**config.mk**
```make
export PLATFORM = sky130hd
export DESIGN_NAME = batch_sequence_controller
export DESIGN_NICKNAME = d
export VERILOG_FILES = /design/src/rtl/batch_pkg.sv /design/src/rtl/input_sync.sv /design/src/rtl/tenth_tick.sv /design/src/rtl/batch_sequence_controller.sv
export VERILOG_INCLUDE_DIRS = /design/src /design/src/rtl
export SDC_FILE = /design/constraint.sdc
export NUM_CORES = 2
export LEC_CHECK = 0
export BUFFER_PORTS_ARGS = -buffer_cell sky130_fd_sc_hd__buf_2
export CELL_PAD_IN_SITES_DETAIL_PLACEMENT = 2
export CELL_PAD_IN_SITES_GLOBAL_PLACEMENT = 2
export CORE_MARGIN = 1.5
export CORE_UTILIZATION = 42
export DETAILED_ROUTE_END_ITERATION = 8
export GPL_ROUTABILITY_DRIVEN = 0
export MAX_ROUTING_LAYER = met4
export PLACE_DENSITY_LB_ADDON = 0.05
export SLEW_MARGIN = 10
export SYNTH_ARGS = -nofsm -noshare
export SYNTH_HDL_FRONTEND = slang
export SYNTH_SLANG_ARGS = --single-unit
export TNS_END_PERCENT = 20
```
**constraint.sdc**
```tcl
create_clock -name aclk -period 8.8 [get_ports aclk]
set_input_delay 0.44 -clock aclk [delete_from_list [all_inputs] [get_ports aclk]]
set_output_delay 0.44 -clock aclk [all_outputs]
set_load 0.005 [all_outputs]
```
**src/rtl/batch_params.svh**
```systemverilog
// Offsets, field positions, reset values and timing counts of the batch sequence controller.
// Included by bare name from the controller and the bench; holds definitions only.
// How it works
// - Assigned permit input low to start, run
// - Permit lost while running halts, outputs off
// - Start begins new batch or resumes
// - Start with permit high rewinds, no run
// - Pause input low suspends, outputs off
// - Pause input released resumes at once
// - Host pause suspends until next start
// - Any halt source halts at current step
// - Rewind halts and returns to first step
// - Pins, host commands, keys act alike
// - Unassigned permit counts as always active
// - Sequencing only in manual batching mode
// - Up to twenty steps, fixed order
// - Step output active until condition met
// - Pause step waits start; delay counts tenths
`ifndef BATCH_PARAMS_SVH
`define BATCH_PARAMS_SVH

`define CTRL_OFS          8'h00
`define CMD_OFS           8'h04
`define COUNT_OFS         8'h08
`define STATUS_OFS        8'h0c
`define OUTS_OFS          8'h10
`define STEP_OFS          8'h40

`define CTRL_MANUAL_BIT   0
`define CTRL_PERMIT_BIT   1
`define CMD_START_BIT     0
`define CMD_PAUSE_BIT     1
`define CMD_HALT_BIT      2
`define CMD_REWIND_BIT    3
`define STEP_KIND_LSB     0
`define STEP_DELAY_LSB    16
`define STATUS_STEP_LSB   8

`define CTRL_RESET        2'h0
`define STEP_MAX          20
`define RESP_OKAY         2'h0
`define RESP_SLVERR       2'h2

`define CLK_PERIOD_NS     5
`define TENTH_SEC_NS      100000000
`define TENTH_CYCLES      (`TENTH_SEC_NS / `CLK_PERIOD_NS)

`endif

```
**src/rtl/batch_pkg.sv**
```systemverilog
// Types shared by the batch sequence controller files.
// Assumes nothing of its surroundings.
package batch_pkg;

	typedef enum logic [2:0] {
		ST_IDLE      = 3'b000,
		ST_RUN       = 3'b001,
		ST_HOLD_PIN  = 3'b010,
		ST_HOLD_HOST = 3'b011,
		ST_HALTED    = 3'b100,
		ST_DONE      = 3'b101
	} run_state_t;

	typedef enum logic [1:0] {
		KIND_LEVEL = 2'b00,
		KIND_PAUSE = 2'b01,
		KIND_DELAY = 2'b10,
		KIND_SKIP  = 2'b11
	} step_kind_t;

endpackage : batch_pkg

```
**src/rtl/input_sync.sv**
```systemverilog
// Three-stage synchroniser for active-low pins with a two-stage agreement filter.
// Assumes the pins idle high; after reset every output reads inactive (high).
module input_sync #(
	parameter int WIDTH = 1
) (
	input  wire logic             aclk,
	input  wire logic             aresetn,
	input  wire logic [WIDTH-1:0] pin_n,
	output logic      [WIDTH-1:0] level_n
);

	typedef struct packed {
		logic [WIDTH-1:0] s1;
		logic [WIDTH-1:0] s2;
		logic [WIDTH-1:0] s3;
		logic [WIDTH-1:0] level;
	} sync_state_t;

	sync_state_t state_reg;
	sync_state_t state_next;

	// The first stage feeds only the second; a change counts once stages two and three agree.
	always_comb begin
		state_next       = state_reg;
		state_next.s1    = pin_n;
		state_next.s2    = state_reg.s1;
		state_next.s3    = state_reg.s2;
		state_next.level = (~(state_reg.s2 ^ state_reg.s3) & state_reg.s3) |
		                   ((state_reg.s2 ^ state_reg.s3) & state_reg.level);
	end

	always_ff @(posedge aclk) begin
		if (!aresetn) begin
			state_reg <= '1;
		end else begin
			state_reg <= state_next;
		end
	end

	assign level_n = state_reg.level;

endmodule : input_sync

```
**src/rtl/tenth_tick.sv**
```systemverilog
// Divider that emits a one-cycle enable pulse every CYCLES clocks.
// Assumes clear is driven from flip-flops on the same clock.
module tenth_tick #(
	parameter int CYCLES = 20000000
) (
	input  wire logic aclk,
	input  wire logic aresetn,
	input  wire logic clear,
	output logic      tick
);

	localparam int CW = $clog2(CYCLES + 1);

	typedef struct packed {
		logic [CW-1:0] count;
		logic          tick;
	} tick_state_t;

	tick_state_t state_reg;
	tick_state_t state_next;

	always_comb begin
		state_next      = state_reg;
		state_next.tick = 1'b0;
		if (clear) begin
			state_next.count = '0;
		end else if (state_reg.count == CW'(CYCLES - 1)) begin
			state_next.count = '0;
			state_next.tick  = 1'b1;
		end else begin
			state_next.count = state_reg.count + CW'(1);
		end
	end

	always_ff @(posedge aclk) begin
		if (!aresetn) begin
			state_reg <= '0;
		end else begin
			state_reg <= state_next;
		end
	end

	assign tick = state_reg.tick;

endmodule : tenth_tick

```
**src/rtl/batch_sequence_controller.sv**
```systemverilog
// Batch run control: walks up to STEPS steps in order under pin, key and host-command control.
// Assumes an AXI4-Lite master on aclk, active-low control pins from outside the clock domain,
// and an external evaluator that reports each step's condition on step_condition_met.
//
// Our own choices: register access over AXI4-Lite and the address map.
`include "batch_params.svh"

module batch_sequence_controller #(
	parameter int STEPS        = `STEP_MAX,
	parameter int ADDR_W       = 8,
	parameter int TENTH_CYCLES = `TENTH_CYCLES
) (
	input  wire logic              aclk,
	input  wire logic              aresetn,
	input  wire logic [ADDR_W-1:0] awaddr,
	input  wire logic              awvalid,
	output logic                   awready,
	input  wire logic [31:0]       wdata,
	input  wire logic [3:0]        wstrb,
	input  wire logic              wvalid,
	output logic                   wready,
	output logic [1:0]             bresp,
	output logic                   bvalid,
	input  wire logic              bready,
	input  wire logic [ADDR_W-1:0] araddr,
	input  wire logic              arvalid,
	output logic                   arready,
	output logic [31:0]            rdata,
	output logic [1:0]             rresp,
	output logic                   rvalid,
	input  wire logic              rready,
	input  wire logic              run_permit_input_n,
	input  wire logic              start_request_input_n,
	input  wire logic              pause_hold_input_n,
	input  wire logic              halt_request_input_n,
	input  wire logic              rewind_request_input_n,
	input  wire logic              panel_start_key_n,
	input  wire logic              panel_halt_key_n,
	input  wire logic [STEPS-1:0]  step_condition_met,
	output logic [STEPS-1:0]       batch_outputs,
	output logic [2:0]             run_state
);

	localparam int SW = $clog2(STEPS);
	localparam int PINS = 7;

	typedef struct packed {
		logic                                aw_held;
		logic [ADDR_W-1:0]                   aw_addr;
		logic                                w_held;
		logic [31:0]                         w_data;
		logic [3:0]                          w_strb;
		logic                                bvalid;
		logic [1:0]                          bresp;
		logic                                rvalid;
		logic [31:0]                         rdata;
		logic [1:0]                          rresp;
		logic                                manual;
		logic                                permit_assigned;
		logic [SW-1:0]                       step_count;
		batch_pkg::step_kind_t [STEPS-1:0]   kinds;
		logic [STEPS-1:0][15:0]              delays;
		logic                                host_start;
		logic                                host_pause;
		logic                                host_halt;
		logic                                host_rewind;
		logic                                start_seen_n;
		logic                                key_seen_n;
		batch_pkg::run_state_t               run_state;
		logic [SW-1:0]                       step;
		logic [15:0]                         delay_count;
		logic [STEPS-1:0]                    outputs;
	} ctrl_state_t;

	ctrl_state_t state_reg;
	ctrl_state_t state_next;

	logic [PINS-1:0] sync_n;
	logic            tick;
	logic            tick_clear;

	input_sync #(
		.WIDTH (PINS)
	) u_sync (
		.aclk    (aclk),
		.aresetn (aresetn),
		.pin_n   ({panel_halt_key_n, panel_start_key_n, rewind_request_input_n, halt_request_input_n,
		            pause_hold_input_n, start_request_input_n, run_permit_input_n}),
		.level_n (sync_n)
	);

	tenth_tick #(
		.CYCLES (TENTH_CYCLES)
	) u_tick (
		.aclk    (aclk),
		.aresetn (aresetn),
		.clear   (tick_clear),
		.tick    (tick)
	);

	function automatic logic [31:0] merge(input logic [31:0] old_d, input logic [31:0] new_d,
	                                      input logic [3:0] strb);
		logic [31:0] res;
		res = old_d;
		for (int b = 0; b < 4; b++) begin
			if (strb[b]) begin
				res[8*b +: 8] = new_d[8*b +: 8];
			end
		end
		return res;
	endfunction : merge

	function automatic logic is_step(input logic [ADDR_W-1:0] addr);
		return (addr >= ADDR_W'(`STEP_OFS)) && (addr < ADDR_W'(`STEP_OFS + 4 * STEPS));
	endfunction : is_step

	function automatic logic [SW-1:0] step_index(input logic [ADDR_W-1:0] addr);
		logic [ADDR_W-1:0] rel;
		rel = addr - ADDR_W'(`STEP_OFS);
		return SW'(rel >> 2);
	endfunction : step_index

	logic                 permit_ok;
	logic                 start_req;
	logic                 halt_req;
	logic                 rewind_req;
	logic                 pause_pin;
	logic                 active;
	batch_pkg::step_kind_t cur_kind;

	always_comb begin
		permit_ok  = !state_reg.permit_assigned || !sync_n[0];
		start_req  = (state_reg.start_seen_n && !sync_n[1]) || (state_reg.key_seen_n && !sync_n[5]) ||
		             state_reg.host_start;
		halt_req   = !sync_n[3] || !sync_n[6] || state_reg.host_halt;
		rewind_req = !sync_n[4] || state_reg.host_rewind;
		pause_pin  = !sync_n[2];
		active     = (state_reg.run_state == batch_pkg::ST_RUN) ||
		             (state_reg.run_state == batch_pkg::ST_HOLD_PIN) ||
		             (state_reg.run_state == batch_pkg::ST_HOLD_HOST);
		cur_kind   = state_reg.kinds[state_reg.step];
		// A paused or halted delay restarts its current tenth on resume; the count of whole tenths is kept.
		tick_clear = !((state_reg.run_state == batch_pkg::ST_RUN) && (cur_kind == batch_pkg::KIND_DELAY));
	end

	logic             advance;
	logic [31:0]      wr_word;
	logic [31:0]      rd_word;
	logic             rd_ok;
	logic [SW-1:0]    wr_idx;
	logic [SW-1:0]    rd_idx;

	always_comb begin
		state_next              = state_reg;
		state_next.host_start   = 1'b0;
		state_next.host_pause   = 1'b0;
		state_next.host_halt    = 1'b0;
		state_next.host_rewind  = 1'b0;
		state_next.start_seen_n = sync_n[1];
		state_next.key_seen_n   = sync_n[5];
		advance                 = 1'b0;
		wr_word                 = '0;
		rd_word                 = '0;
		rd_ok                   = 1'b1;
		wr_idx                  = step_index(state_reg.aw_addr);
		rd_idx                  = step_index(araddr);

		// Write side: address and data are taken in either order, the response follows both.
		if (awvalid && !state_reg.aw_held) begin
			state_next.aw_held = 1'b1;
			state_next.aw_addr = awaddr;
		end
		if (wvalid && !state_reg.w_held) begin
			state_next.w_held = 1'b1;
			state_next.w_data = wdata;
			state_next.w_strb = wstrb;
		end
		if (state_reg.bvalid && bready) begin
			state_next.bvalid = 1'b0;
		end
		if (state_reg.aw_held && state_reg.w_held && !state_reg.bvalid) begin
			state_next.aw_held = 1'b0;
			state_next.w_held  = 1'b0;
			state_next.bvalid  = 1'b1;
			state_next.bresp   = `RESP_OKAY;
			if (state_reg.aw_addr[ADDR_W-1:2] == `CTRL_OFS >> 2) begin
				wr_word = merge({30'h0, state_reg.permit_assigned, state_reg.manual},
				                state_reg.w_data, state_reg.w_strb);
				state_next.manual          = wr_word[`CTRL_MANUAL_BIT];
				state_next.permit_assigned = wr_word[`CTRL_PERMIT_BIT];
			end else if (state_reg.aw_addr[ADDR_W-1:2] == `CMD_OFS >> 2) begin
				wr_word = merge(32'h0, state_reg.w_data, state_reg.w_strb);
				state_next.host_start  = wr_word[`CMD_START_BIT];
				state_next.host_pause  = wr_word[`CMD_PAUSE_BIT];
				state_next.host_halt   = wr_word[`CMD_HALT_BIT];
				state_next.host_rewind = wr_word[`CMD_REWIND_BIT];
			end else if (state_reg.aw_addr[ADDR_W-1:2] == `COUNT_OFS >> 2) begin
				wr_word = merge({{(32 - SW){1'b0}}, state_reg.step_count}, state_reg.w_data, state_reg.w_strb);
				// Out-of-range counts fall back to the full table so the step pointer can never run past it.
				if (wr_word == 32'h0 || wr_word > 32'(STEPS)) begin
					state_next.step_count = SW'(STEPS);
				end else begin
					state_next.step_count = SW'(wr_word);
				end
			end else if (is_step(state_reg.aw_addr)) begin
				wr_word = merge({state_reg.delays[wr_idx], 14'h0, state_reg.kinds[wr_idx]},
				                state_reg.w_data, state_reg.w_strb);
				state_next.kinds[wr_idx]  = batch_pkg::step_kind_t'(wr_word[`STEP_KIND_LSB +: 2]);
				state_next.delays[wr_idx] = wr_word[`STEP_DELAY_LSB +: 16];
			end else if (state_reg.aw_addr[ADDR_W-1:2] != `STATUS_OFS >> 2 &&
			             state_reg.aw_addr[ADDR_W-1:2] != `OUTS_OFS >> 2) begin
				state_next.bresp = `RESP_SLVERR;
			end
		end

		// Read side.
		if (araddr[ADDR_W-1:2] == `CTRL_OFS >> 2) begin
			rd_word = {30'h0, state_reg.permit_assigned, state_reg.manual};
		end else if (araddr[ADDR_W-1:2] == `CMD_OFS >> 2) begin
			rd_word = 32'h0;
		end else if (araddr[ADDR_W-1:2] == `COUNT_OFS >> 2) begin
			rd_word = {{(32 - SW){1'b0}}, state_reg.step_count};
		end else if (araddr[ADDR_W-1:2] == `STATUS_OFS >> 2) begin
			rd_word = {{(24 - SW){1'b0}}, state_reg.step, 5'h0, state_reg.run_state};
		end else if (araddr[ADDR_W-1:2] == `OUTS_OFS >> 2) begin
			rd_word = {{(32 - STEPS){1'b0}}, state_reg.outputs};
		end else if (is_step(araddr)) begin
			rd_word = {state_reg.delays[rd_idx], 14'h0, state_reg.kinds[rd_idx]};
		end else begin
			rd_ok = 1'b0;
		end
		if (state_reg.rvalid && rready) begin
			state_next.rvalid = 1'b0;
		end
		if (arvalid && !state_reg.rvalid) begin
			state_next.rvalid = 1'b1;
			state_next.rdata  = rd_word;
			state_next.rresp  = rd_ok ? `RESP_OKAY : `RESP_SLVERR;
		end

		// Run control, highest priority first.
		if (!state_reg.manual) begin
			state_next.run_state = batch_pkg::ST_IDLE;
			state_next.step      = '0;
		end else if (rewind_req) begin
			state_next.run_state   = batch_pkg::ST_IDLE;
			state_next.step        = '0;
			state_next.delay_count = '0;
		end else if (halt_req) begin
			if (active) begin
				state_next.run_state = batch_pkg::ST_HALTED;
			end
		end else if (active && !permit_ok) begin
			state_next.run_state = batch_pkg::ST_HALTED;
		end else if (state_reg.host_pause && (state_reg.run_state == batch_pkg::ST_RUN ||
		                                      state_reg.run_state == batch_pkg::ST_HOLD_PIN)) begin
			state_next.run_state = batch_pkg::ST_HOLD_HOST;
		end else if (pause_pin) begin
			if (state_reg.run_state == batch_pkg::ST_RUN) begin
				state_next.run_state = batch_pkg::ST_HOLD_PIN;
			end
		end else if (state_reg.run_state == batch_pkg::ST_HOLD_PIN) begin
			state_next.run_state = batch_pkg::ST_RUN;
		end else if (start_req) begin
			if (!permit_ok) begin
				state_next.run_state   = batch_pkg::ST_IDLE;
				state_next.step        = '0;
				state_next.delay_count = '0;
			end else begin
				case (state_reg.run_state)
					batch_pkg::ST_IDLE, batch_pkg::ST_DONE: begin
						state_next.run_state   = batch_pkg::ST_RUN;
						state_next.step        = '0;
						state_next.delay_count = '0;
					end
					batch_pkg::ST_HALTED, batch_pkg::ST_HOLD_HOST: begin
						state_next.run_state = batch_pkg::ST_RUN;
					end
					batch_pkg::ST_RUN: begin
						advance = (cur_kind == batch_pkg::KIND_PAUSE);
					end
					default: begin
						state_next.run_state = state_reg.run_state;
					end
				endcase
			end
		end else if (state_reg.run_state == batch_pkg::ST_RUN) begin
			case (cur_kind)
				batch_pkg::KIND_LEVEL: advance = step_condition_met[state_reg.step];
				batch_pkg::KIND_DELAY: begin
					if (state_reg.delay_count >= state_reg.delays[state_reg.step]) begin
						advance = 1'b1;
					end else if (tick) begin
						state_next.delay_count = state_reg.delay_count + 16'h1;
					end
				end
				batch_pkg::KIND_SKIP: advance = 1'b1;
				default: advance = 1'b0;
			endcase
		end

		if (advance) begin
			state_next.delay_count = '0;
			if (state_reg.step == state_reg.step_count - SW'(1)) begin
				state_next.run_state = batch_pkg::ST_DONE;
				state_next.step      = '0;
			end else begin
				state_next.step = state_reg.step + SW'(1);
			end
		end

		// Only the running step drives its output; every halt, pause or finish forces all outputs off.
		for (int i = 0; i < STEPS; i++) begin
			state_next.outputs[i] = (state_next.run_state == batch_pkg::ST_RUN) &&
			                        (state_next.step == SW'(i)) &&
			                        (state_next.kinds[i] == batch_pkg::KIND_LEVEL);
		end
	end

	always_ff @(posedge aclk) begin
		if (!aresetn) begin
			state_reg              <= '0;
			state_reg.manual          <= 1'(`CTRL_RESET >> `CTRL_MANUAL_BIT);
			state_reg.permit_assigned <= 1'(`CTRL_RESET >> `CTRL_PERMIT_BIT);
			state_reg.step_count   <= SW'(STEPS);
			state_reg.start_seen_n <= 1'b1;
			state_reg.key_seen_n   <= 1'b1;
		end else begin
			state_reg <= state_next;
		end
	end

	assign awready       = !state_reg.aw_held;
	assign wready        = !state_reg.w_held;
	assign bvalid        = state_reg.bvalid;
	assign bresp         = state_reg.bresp;
	assign arready       = !state_reg.rvalid;
	assign rvalid        = state_reg.rvalid;
	assign rdata         = state_reg.rdata;
	assign rresp         = state_reg.rresp;
	assign batch_outputs = state_reg.outputs;
	assign run_state     = state_reg.run_state;

endmodule : batch_sequence_controller

```
# Yosys cells after proc, flatten, opt, wreduce, memory -nomap -nowiden
# Index checks and enable logic that the tools add are counted.
totals:
  regBits: 555
  in_bits: 86
  wordCells: 391
classes:
  bitwise_logic: 12
  n_eq_ne: 44
  n_lt_le_gt_ge: 10
  n_addsub: 6
  n_mux: 130
  reduce_logical: 120
ops:
  columns: ["operator", "n"]
  rows:
  - ["360-bit two-way mux", 3]
  - ["364-bit two-way mux", 2]
  - ["320-bit bitwise mux", 1]
  - ["8-bit two-way mux", 34]
  - ["16-bit binary-select mux with 5-bit select", 3]
  - ["32-bit two-way mux", 6]
  - ["16-bit two-way mux", 10]
  - ["21-bit two-way mux", 6]
  - ["24-bit two-way mux", 4]
  - ["16-bit demux with 5-bit select", 1]
  - ["1-bit logical AND", 56]
  - ["2-bit logical NOT", 21]
  - ["40-bit bitwise mux", 1]
  - ["5-bit by 4-bit == test with 1-bit output (second input constant)", 8]
  - ["35-bit two-way mux", 1]
  - ["32-bit by 5-bit greater-than comparator with 1-bit output (second input constant)", 1]
  - ["32-bit logical NOT", 1]
  - ["2-bit two-way mux", 16]
  - ["2-bit binary-select mux with 5-bit select", 3]
  - ["3-bit two-way mux", 10]
  - ["25-bit by 1-bit adder with 25-bit output (second input constant)", 1]
  - ["25-bit == test (second input constant)", 1]
  - ["1-bit two-way mux", 22]
  - ["5-bit by 3-bit == test with 1-bit output (second input constant)", 4]
  - ["53 further kinds", 106]

# Longest topological paths before layout
depth:
  ltp_word: 19
  mapped_depth: 21

# Hierarchy
# Synthesis repeated with hierarchy kept, for this count alone.
hier_totals:
  cells_unflattened: 3316
  area_unflattened_um2: 30700.7
by_module_without_submodules:
  columns: ["mod", "seq_area_each_um2", "n_inst", "cells_each", "area_per_inst_um2"]
  rows:
  - ["batch_sequence_controller", 9949.5, 1, 3089, 28544.9]
  - ["tenth_tick", 520.5, 1, 148, 1295.0]
  - ["input_sync", 560.5, 1, 79, 860.8]

# Least setup slack after synthesis
# OpenSTA, ideal clock, no wires.
synth_path:
  path_kind: "reg2reg"
  startpoint: "register state_reg[36] (netlist name)"
  endpoint: "register state_reg, in the netlist batch_outputs[15]"
  slack_ns: 3.897
  t_required_ns: 8.683
  stages_incl_launch_ff: 20
  n_path_buf: 6
  arrival_time_ns: 4.786
  period_less_slack_ns: 4.903
  path_cell_list: "dfxtp_1 > buf_6 > buf_8 > buf_12 > buf_6 > buf_4 > buf_1 > mux4_2 > mux4_2 > a22oi_1 > ha_1 > a21o_1 > a21o_1 > a221oi_1 > o221a_2 > a211oi_1 > a31oi_4 > nor3_1 > a31oi_1 > and4bb_2"
synth_via:
  elab_chain_len: 18
  word_cells_on_any_way: 44
  cone_classes: "add/sub (1); order compare (1); eq/ne (6); mux (33); reduce/logical (3)"
synth_lines:
  columns: ["item", "line_no", "rtl"]
  rows:
  - ["from (decl)", "batch_sequence_controller.sv:75", "ctrl_state_t state_reg;"]
  - ["from (signal assigned)", "batch_sequence_controller.sv:329", "state_reg <= state_next;"]
  - ["16-bit binary-select mux with 5-bit select", "batch_sequence_controller.sv:291", "if (state_reg.delay_count >= state_reg.delays[state_reg.step]) begin"]
  - ["16-bit two-way mux (implied by the code)", "batch_sequence_controller.sv:291", null]
  - ["16-bit >= comparator", "batch_sequence_controller.sv:291", null]
  - ["1-bit two-way mux", "batch_sequence_controller.sv:291", null]
  - ["1-bit one-hot mux with 3 select lines", "batch_sequence_controller.sv:288", "case (cur_kind)"]
  - ["1-bit two-way mux", "batch_sequence_controller.sv:287", "end else if (state_reg.run_state == batch_pkg::ST_RUN) begin"]
  - ["1-bit two-way mux", "batch_sequence_controller.sv:264", "end else if (start_req) begin"]
  - ["1-bit two-way mux", "batch_sequence_controller.sv:262", "end else if (state_reg.run_state == batch_pkg::ST_HOLD_PIN) begin"]
  - ["[... 2 more ...]", null, null]
  - ["1-bit two-way mux", "batch_sequence_controller.sv:253", "end else if (active && !permit_ok) begin"]
  - ["1-bit two-way mux", "batch_sequence_controller.sv:249", "end else if (halt_req) begin"]
  - ["1-bit two-way mux", "batch_sequence_controller.sv:245", "end else if (rewind_req) begin"]
  - ["1-bit two-way mux", "batch_sequence_controller.sv:242", "if (!state_reg.manual) begin"]
  - ["24-bit two-way mux (*)", "batch_sequence_controller.sv:302", "if (advance) begin"]
  - ["5-bit by 4-bit == test with 1-bit output or 3-bit by 1-bit == test with 1-bit output (tied branches)", "batch_sequence_controller.sv:315, batch_sequence_controller.sv:314", null]
  - ["1-bit logical AND (*)", "batch_sequence_controller.sv:314", "state_next.outputs[i] = (state_next.run_state == batch_pkg::ST_RUN) &&"]
  - ["1-bit logical AND (*)", "batch_sequence_controller.sv:315", "(state_next.step == SW'(i)) &&"]
# Mark *: on every way between the ends. The rest lies on a longest branch, timed or not. The select of a mux whose other input is x is not followed.
# A chain may end at the register's enable or synchronous reset.

# Final worst setup path
layout_path:
  startpoint: "register state_reg[36] (netlist name)"
  endpoint: "register state_reg[27] (netlist name)"
layout_via:
  elab_chain_len: 15
  word_cells_on_any_way: 28
  cone_classes: "order compare (1); eq/ne (4); mux (19); reduce/logical (4)"
layout_lines:
  columns: ["item", "line_no", "rtl"]
  rows:
  - ["16-bit binary-select mux with 5-bit select", "batch_sequence_controller.sv:291", null]
  - ["16-bit two-way mux (implied by the code)", "batch_sequence_controller.sv:291", null]
  - ["16-bit >= comparator", "batch_sequence_controller.sv:291", null]
  - ["1-bit two-way mux", "batch_sequence_controller.sv:291", null]
  - ["1-bit one-hot mux with 3 select lines", "batch_sequence_controller.sv:288", null]
  - ["1-bit two-way mux", "batch_sequence_controller.sv:287", null]
  - ["1-bit two-way mux", "batch_sequence_controller.sv:264", null]
  - ["1-bit two-way mux", "batch_sequence_controller.sv:262", null]
  - ["1-bit two-way mux", "batch_sequence_controller.sv:258", "end else if (pause_pin) begin"]
  - ["1-bit two-way mux", "batch_sequence_controller.sv:255", "end else if (state_reg.host_pause && (state_reg.run_state == batch_pkg::ST_RUN ||"]
  - ["1-bit two-way mux", "batch_sequence_controller.sv:253", null]
  - ["1-bit two-way mux", "batch_sequence_controller.sv:249", null]
  - ["1-bit two-way mux", "batch_sequence_controller.sv:245", null]
  - ["1-bit two-way mux", "batch_sequence_controller.sv:242", null]
  - ["2-bit OR reduction (no line)", null, null]
# Parallel ways exist; a longest one is shown, timed or not. The select of a mux whose other input is x is not followed.

==> flow_summary.json <==
{
  "cts.clk_slew.worst_paths_ps": 60,
  "cp_max_fo": 35,
  "numCtsBuffers": 67,
  "swShare": 0.250,
  "p_switching_mw": 1.41,
  "hold_path_end": "u_sync.state_next[18]$_SDFF_PN1_",
  "die_h_um": 272,
  "finClkSkew_ps": 24.0,
  "synth_edf_count": 0,
  "synth_cells": 3342,
  "finalCriticalPeriod_ps": 5940,
  "yosys.area.top_type": "dfxtp_1",
  "ys.flop_type": "dfxtp_1",
  "hp-class": "in2reg",
  "final_cell_mix": "nand2_1 (882), dfxtp_1 (544), a21oi_1 (484), mux4_2 (309), nor2_1 (158)",
  "synth_cell_type_count": 81,
  "port-buffer-count": 143,
  "p_clk_frac": 0.493,
  "num_vias": 27600,
  "irDropWorstVdd_mv": 0.137,
  "synth.top_cell.area_share": 0.363,
  "comb_power_share": 0.055,
  "grt_pass1_vias": 29800,
  "cap_violations": 0,
  "avgSynthCellArea_um2": 9.09,
  "r2r_cells": 13,
  "min_from": "rewind_request_input_n",
  "postRouteAntennaNets": 0,
  "ys_warn_count": 0,
  "rows": 98,
  "worst_ep_required_time_ps": 9320,
  "fp.dieW_um": 272,
  "post-dp-hpwl_um": 84100,
  "ys_seq_area_frac": 0.363,
  "tightest_slew_ps": 1230,
  "top_layer_used": "met4",
  "fmax_mhz": 168,
  "antenna_found_initial": 4,
  "finalSetupTns_ps": 0,
  "finalCritPeriodShare": 0.675,
  "critPathLaunchType": "register",
  "r2r_start": "state_reg[36]$_SDFF_PN0_",
  "cts_tree": "built",
  "async_reset_ff_frac": 0,
  "p_seq_frac": 0.452,
  "crit_arrival_ps": 6460,
  "worstSkewPairLatency_ps": 630,
  "drv_slew": 0,
  "cts_max_path_buffers": 3,
  "rsz0062_at_grt": "false",
  "synth-seq-cells": 551,
  "powerDensity_nw_per_um2": 168,
  "dr_wl_met3_um": 9470,
  "intPower_mw": 4.23,
  "grt_max_degree": 167,
  "wl_met1_um": 52900,
  "crit_type": "reg2reg",
  "reg2reg_to": "state_reg[27]$_SDFFE_PP0P_",
  "layout-drive-gt1-share": 0.216,
  "grtUsageTotal": 0.368,
  "routed_via_density": 6.45,
  "drt-pass1-iter-count": 5,
  "start_util": 0.425,
  "r2r_setup_slack_ps": 2860,
  "power_leakage_nw": 10.9,
  "clockRootBuffer": "clkbuf_16",
  "slew_headroom": 0.181,
  "synth_area_um2": 30400,
  "synthTopCellsByArea": "dfxtp_1 (36%), mux4_2 (23%), nand2_1 (11%)",
  "boundaryPins": 150,
  "drt-total-wl_um": 132000,
  "cts_resized": 0,
  "final_nets": 3386,
  "remaining_drc_errors": 0,
  "clock-sinks": 551,
  "htreeDepth": 3,
  "worstSetupEndpointType": "register",
  "grt_pass1_wl_um": 196000,
  "power.total_mw": 5.64,
  "status": "finished clean",
  "core-area_um2": 71500,
  "drt_iter0_markers": 2587,
  "wl_met2_um": 62500,
  "final_common_cell": "nand2_1",
  "hold_depth": 2,
  "setup_viol": 0,
  "grt_overflow_total": 0,
  "finalHoldViolCount": 0,
  "die_area_um2": 73900,
  "syn_to_final_growth_pct": 10.6,
  "wl_per_cell_um": 30.8
}
logic make-up after synthesis:
logic type / count (synthesis) / share of synthesized area
buf+inv: 372 / 0.0577
flops: 551 / 0.363
mux: 364 / 0.248
fa+ha+maj: 20 / 0.00824
simple gates: 1319 / 0.185
xor+xnor: 34 / 0.00980
compound gates: 681 / 0.128
other cells: 1 / 0.000123
per-layer routing:
layer,vias to the layer above,global-route usage
met3,371,0.0632
met4,0,0.176
li1,11700,-
met5,-,-
met2,1179,0.581
met1,14400,0.457
synthesized netlist by cell type (5+ instances only):
cell type,n
mux4_2,309
xor2_1,18
or2_2,9
and3_1,24
a22o_1,7
xnor2_1,16
buf_1,28
inv_1,22
and2_1,12
mux2_2,14
a21oi_1,484
a211oi_1,13
a22oi_1,52
o21ai_0,48
o22ai_1,11
nor4_1,8
o31ai_1,5
a31oi_1,11
or4_1,6
nor2b_1,22
buf_4,63
mux2i_1,38
nand2_1,887
clkbuf_1,191
buf_2,63
nor2_1,175
nand2b_1,35
ha_1,20
nor3_1,58
nor4_2,6
nor3_2,5
dfxtp_1,551
nand4_1,8
a21o_1,7
nand3_1,39
critical path, stage by stage (launching register included):
cell,delay (ps)
dfxtp_4,890
buf_4,580
mux4_2,590
mux4_2,510
a22oi_1,280
ha_1,320
a21o_1,180
a21o_1,190
a21oi_1,300
o221a_2,350
and2_1,200
nand3_1,570
or3b_2,690
a21oi_1,170
stage by stage:
step	cells	hold slack, ps	setup WS [ps]	area [µm²]	utilization
2_1_floorplan	3343	386	3900	30400	-
3_3_place_gp	4154	398	2960	31400	0.439
3_5_place_dp	4154	397	2920	31400	0.439
4_1_cts	4279	28.4	2840	33600	0.470
5_1_grt	4282	36.2	2490	33600	0.470
6_report	4283	44.5	2860	33600	0.470
how the worst max path moves through the flow:
stage                                         from                            to  slack, ps
after floorplan           state_reg[36]$_SDFF_PN0_  batch_outputs[15]$_SDFF_PN0_       3900
after global placement    state_reg[36]$_SDFF_PN0_    state_reg[25]$_SDFFE_PP0P_       2960
after detailed placement  state_reg[36]$_SDFF_PN0_    state_reg[27]$_SDFFE_PP0P_       2920
after CTS                 state_reg[36]$_SDFF_PN0_    state_reg[27]$_SDFFE_PP0P_       2840
after global routing      state_reg[36]$_SDFF_PN0_    state_reg[27]$_SDFFE_PP0P_       2490
final                     state_reg[36]$_SDFF_PN0_    state_reg[27]$_SDFFE_PP0P_       2860
power groups by stage:
stage / Combinational [mW] / Sequential [mW] / Clock [mW]
floorplan: 0.205 / 2.58 / 0
global placement: 0.296 / 2.60 / 0
finish: 0.309 / 2.55 / 2.78
CTS: 0.308 / 2.55 / 2.82
detailed placement: 0.305 / 2.60 / 0
global route: 0.328 / 2.55 / 2.92
final cells by class:
type                            instances  area, µm²
Antenna cell                            4       10.0
Clock buffer                           93       1880
Clock inverter                         25        274
Fill cell                            7609      37900
Inverter                               23       93.8
Multi-Input combinational cell       2420      17800
Sequential cell                       551      11000
Tap cell                              950       1190
Timing Repair Buffer                  217       1310
what timing repair did:
action | in CTS | in global routing
buffers inserted | 0 | 0
hold buffers | 7 | 0
hold endpoints to repair | 7 | 0
setup endpoints to repair | 0 | 0
No activity file was read; power rests on OpenSTA's default activity.
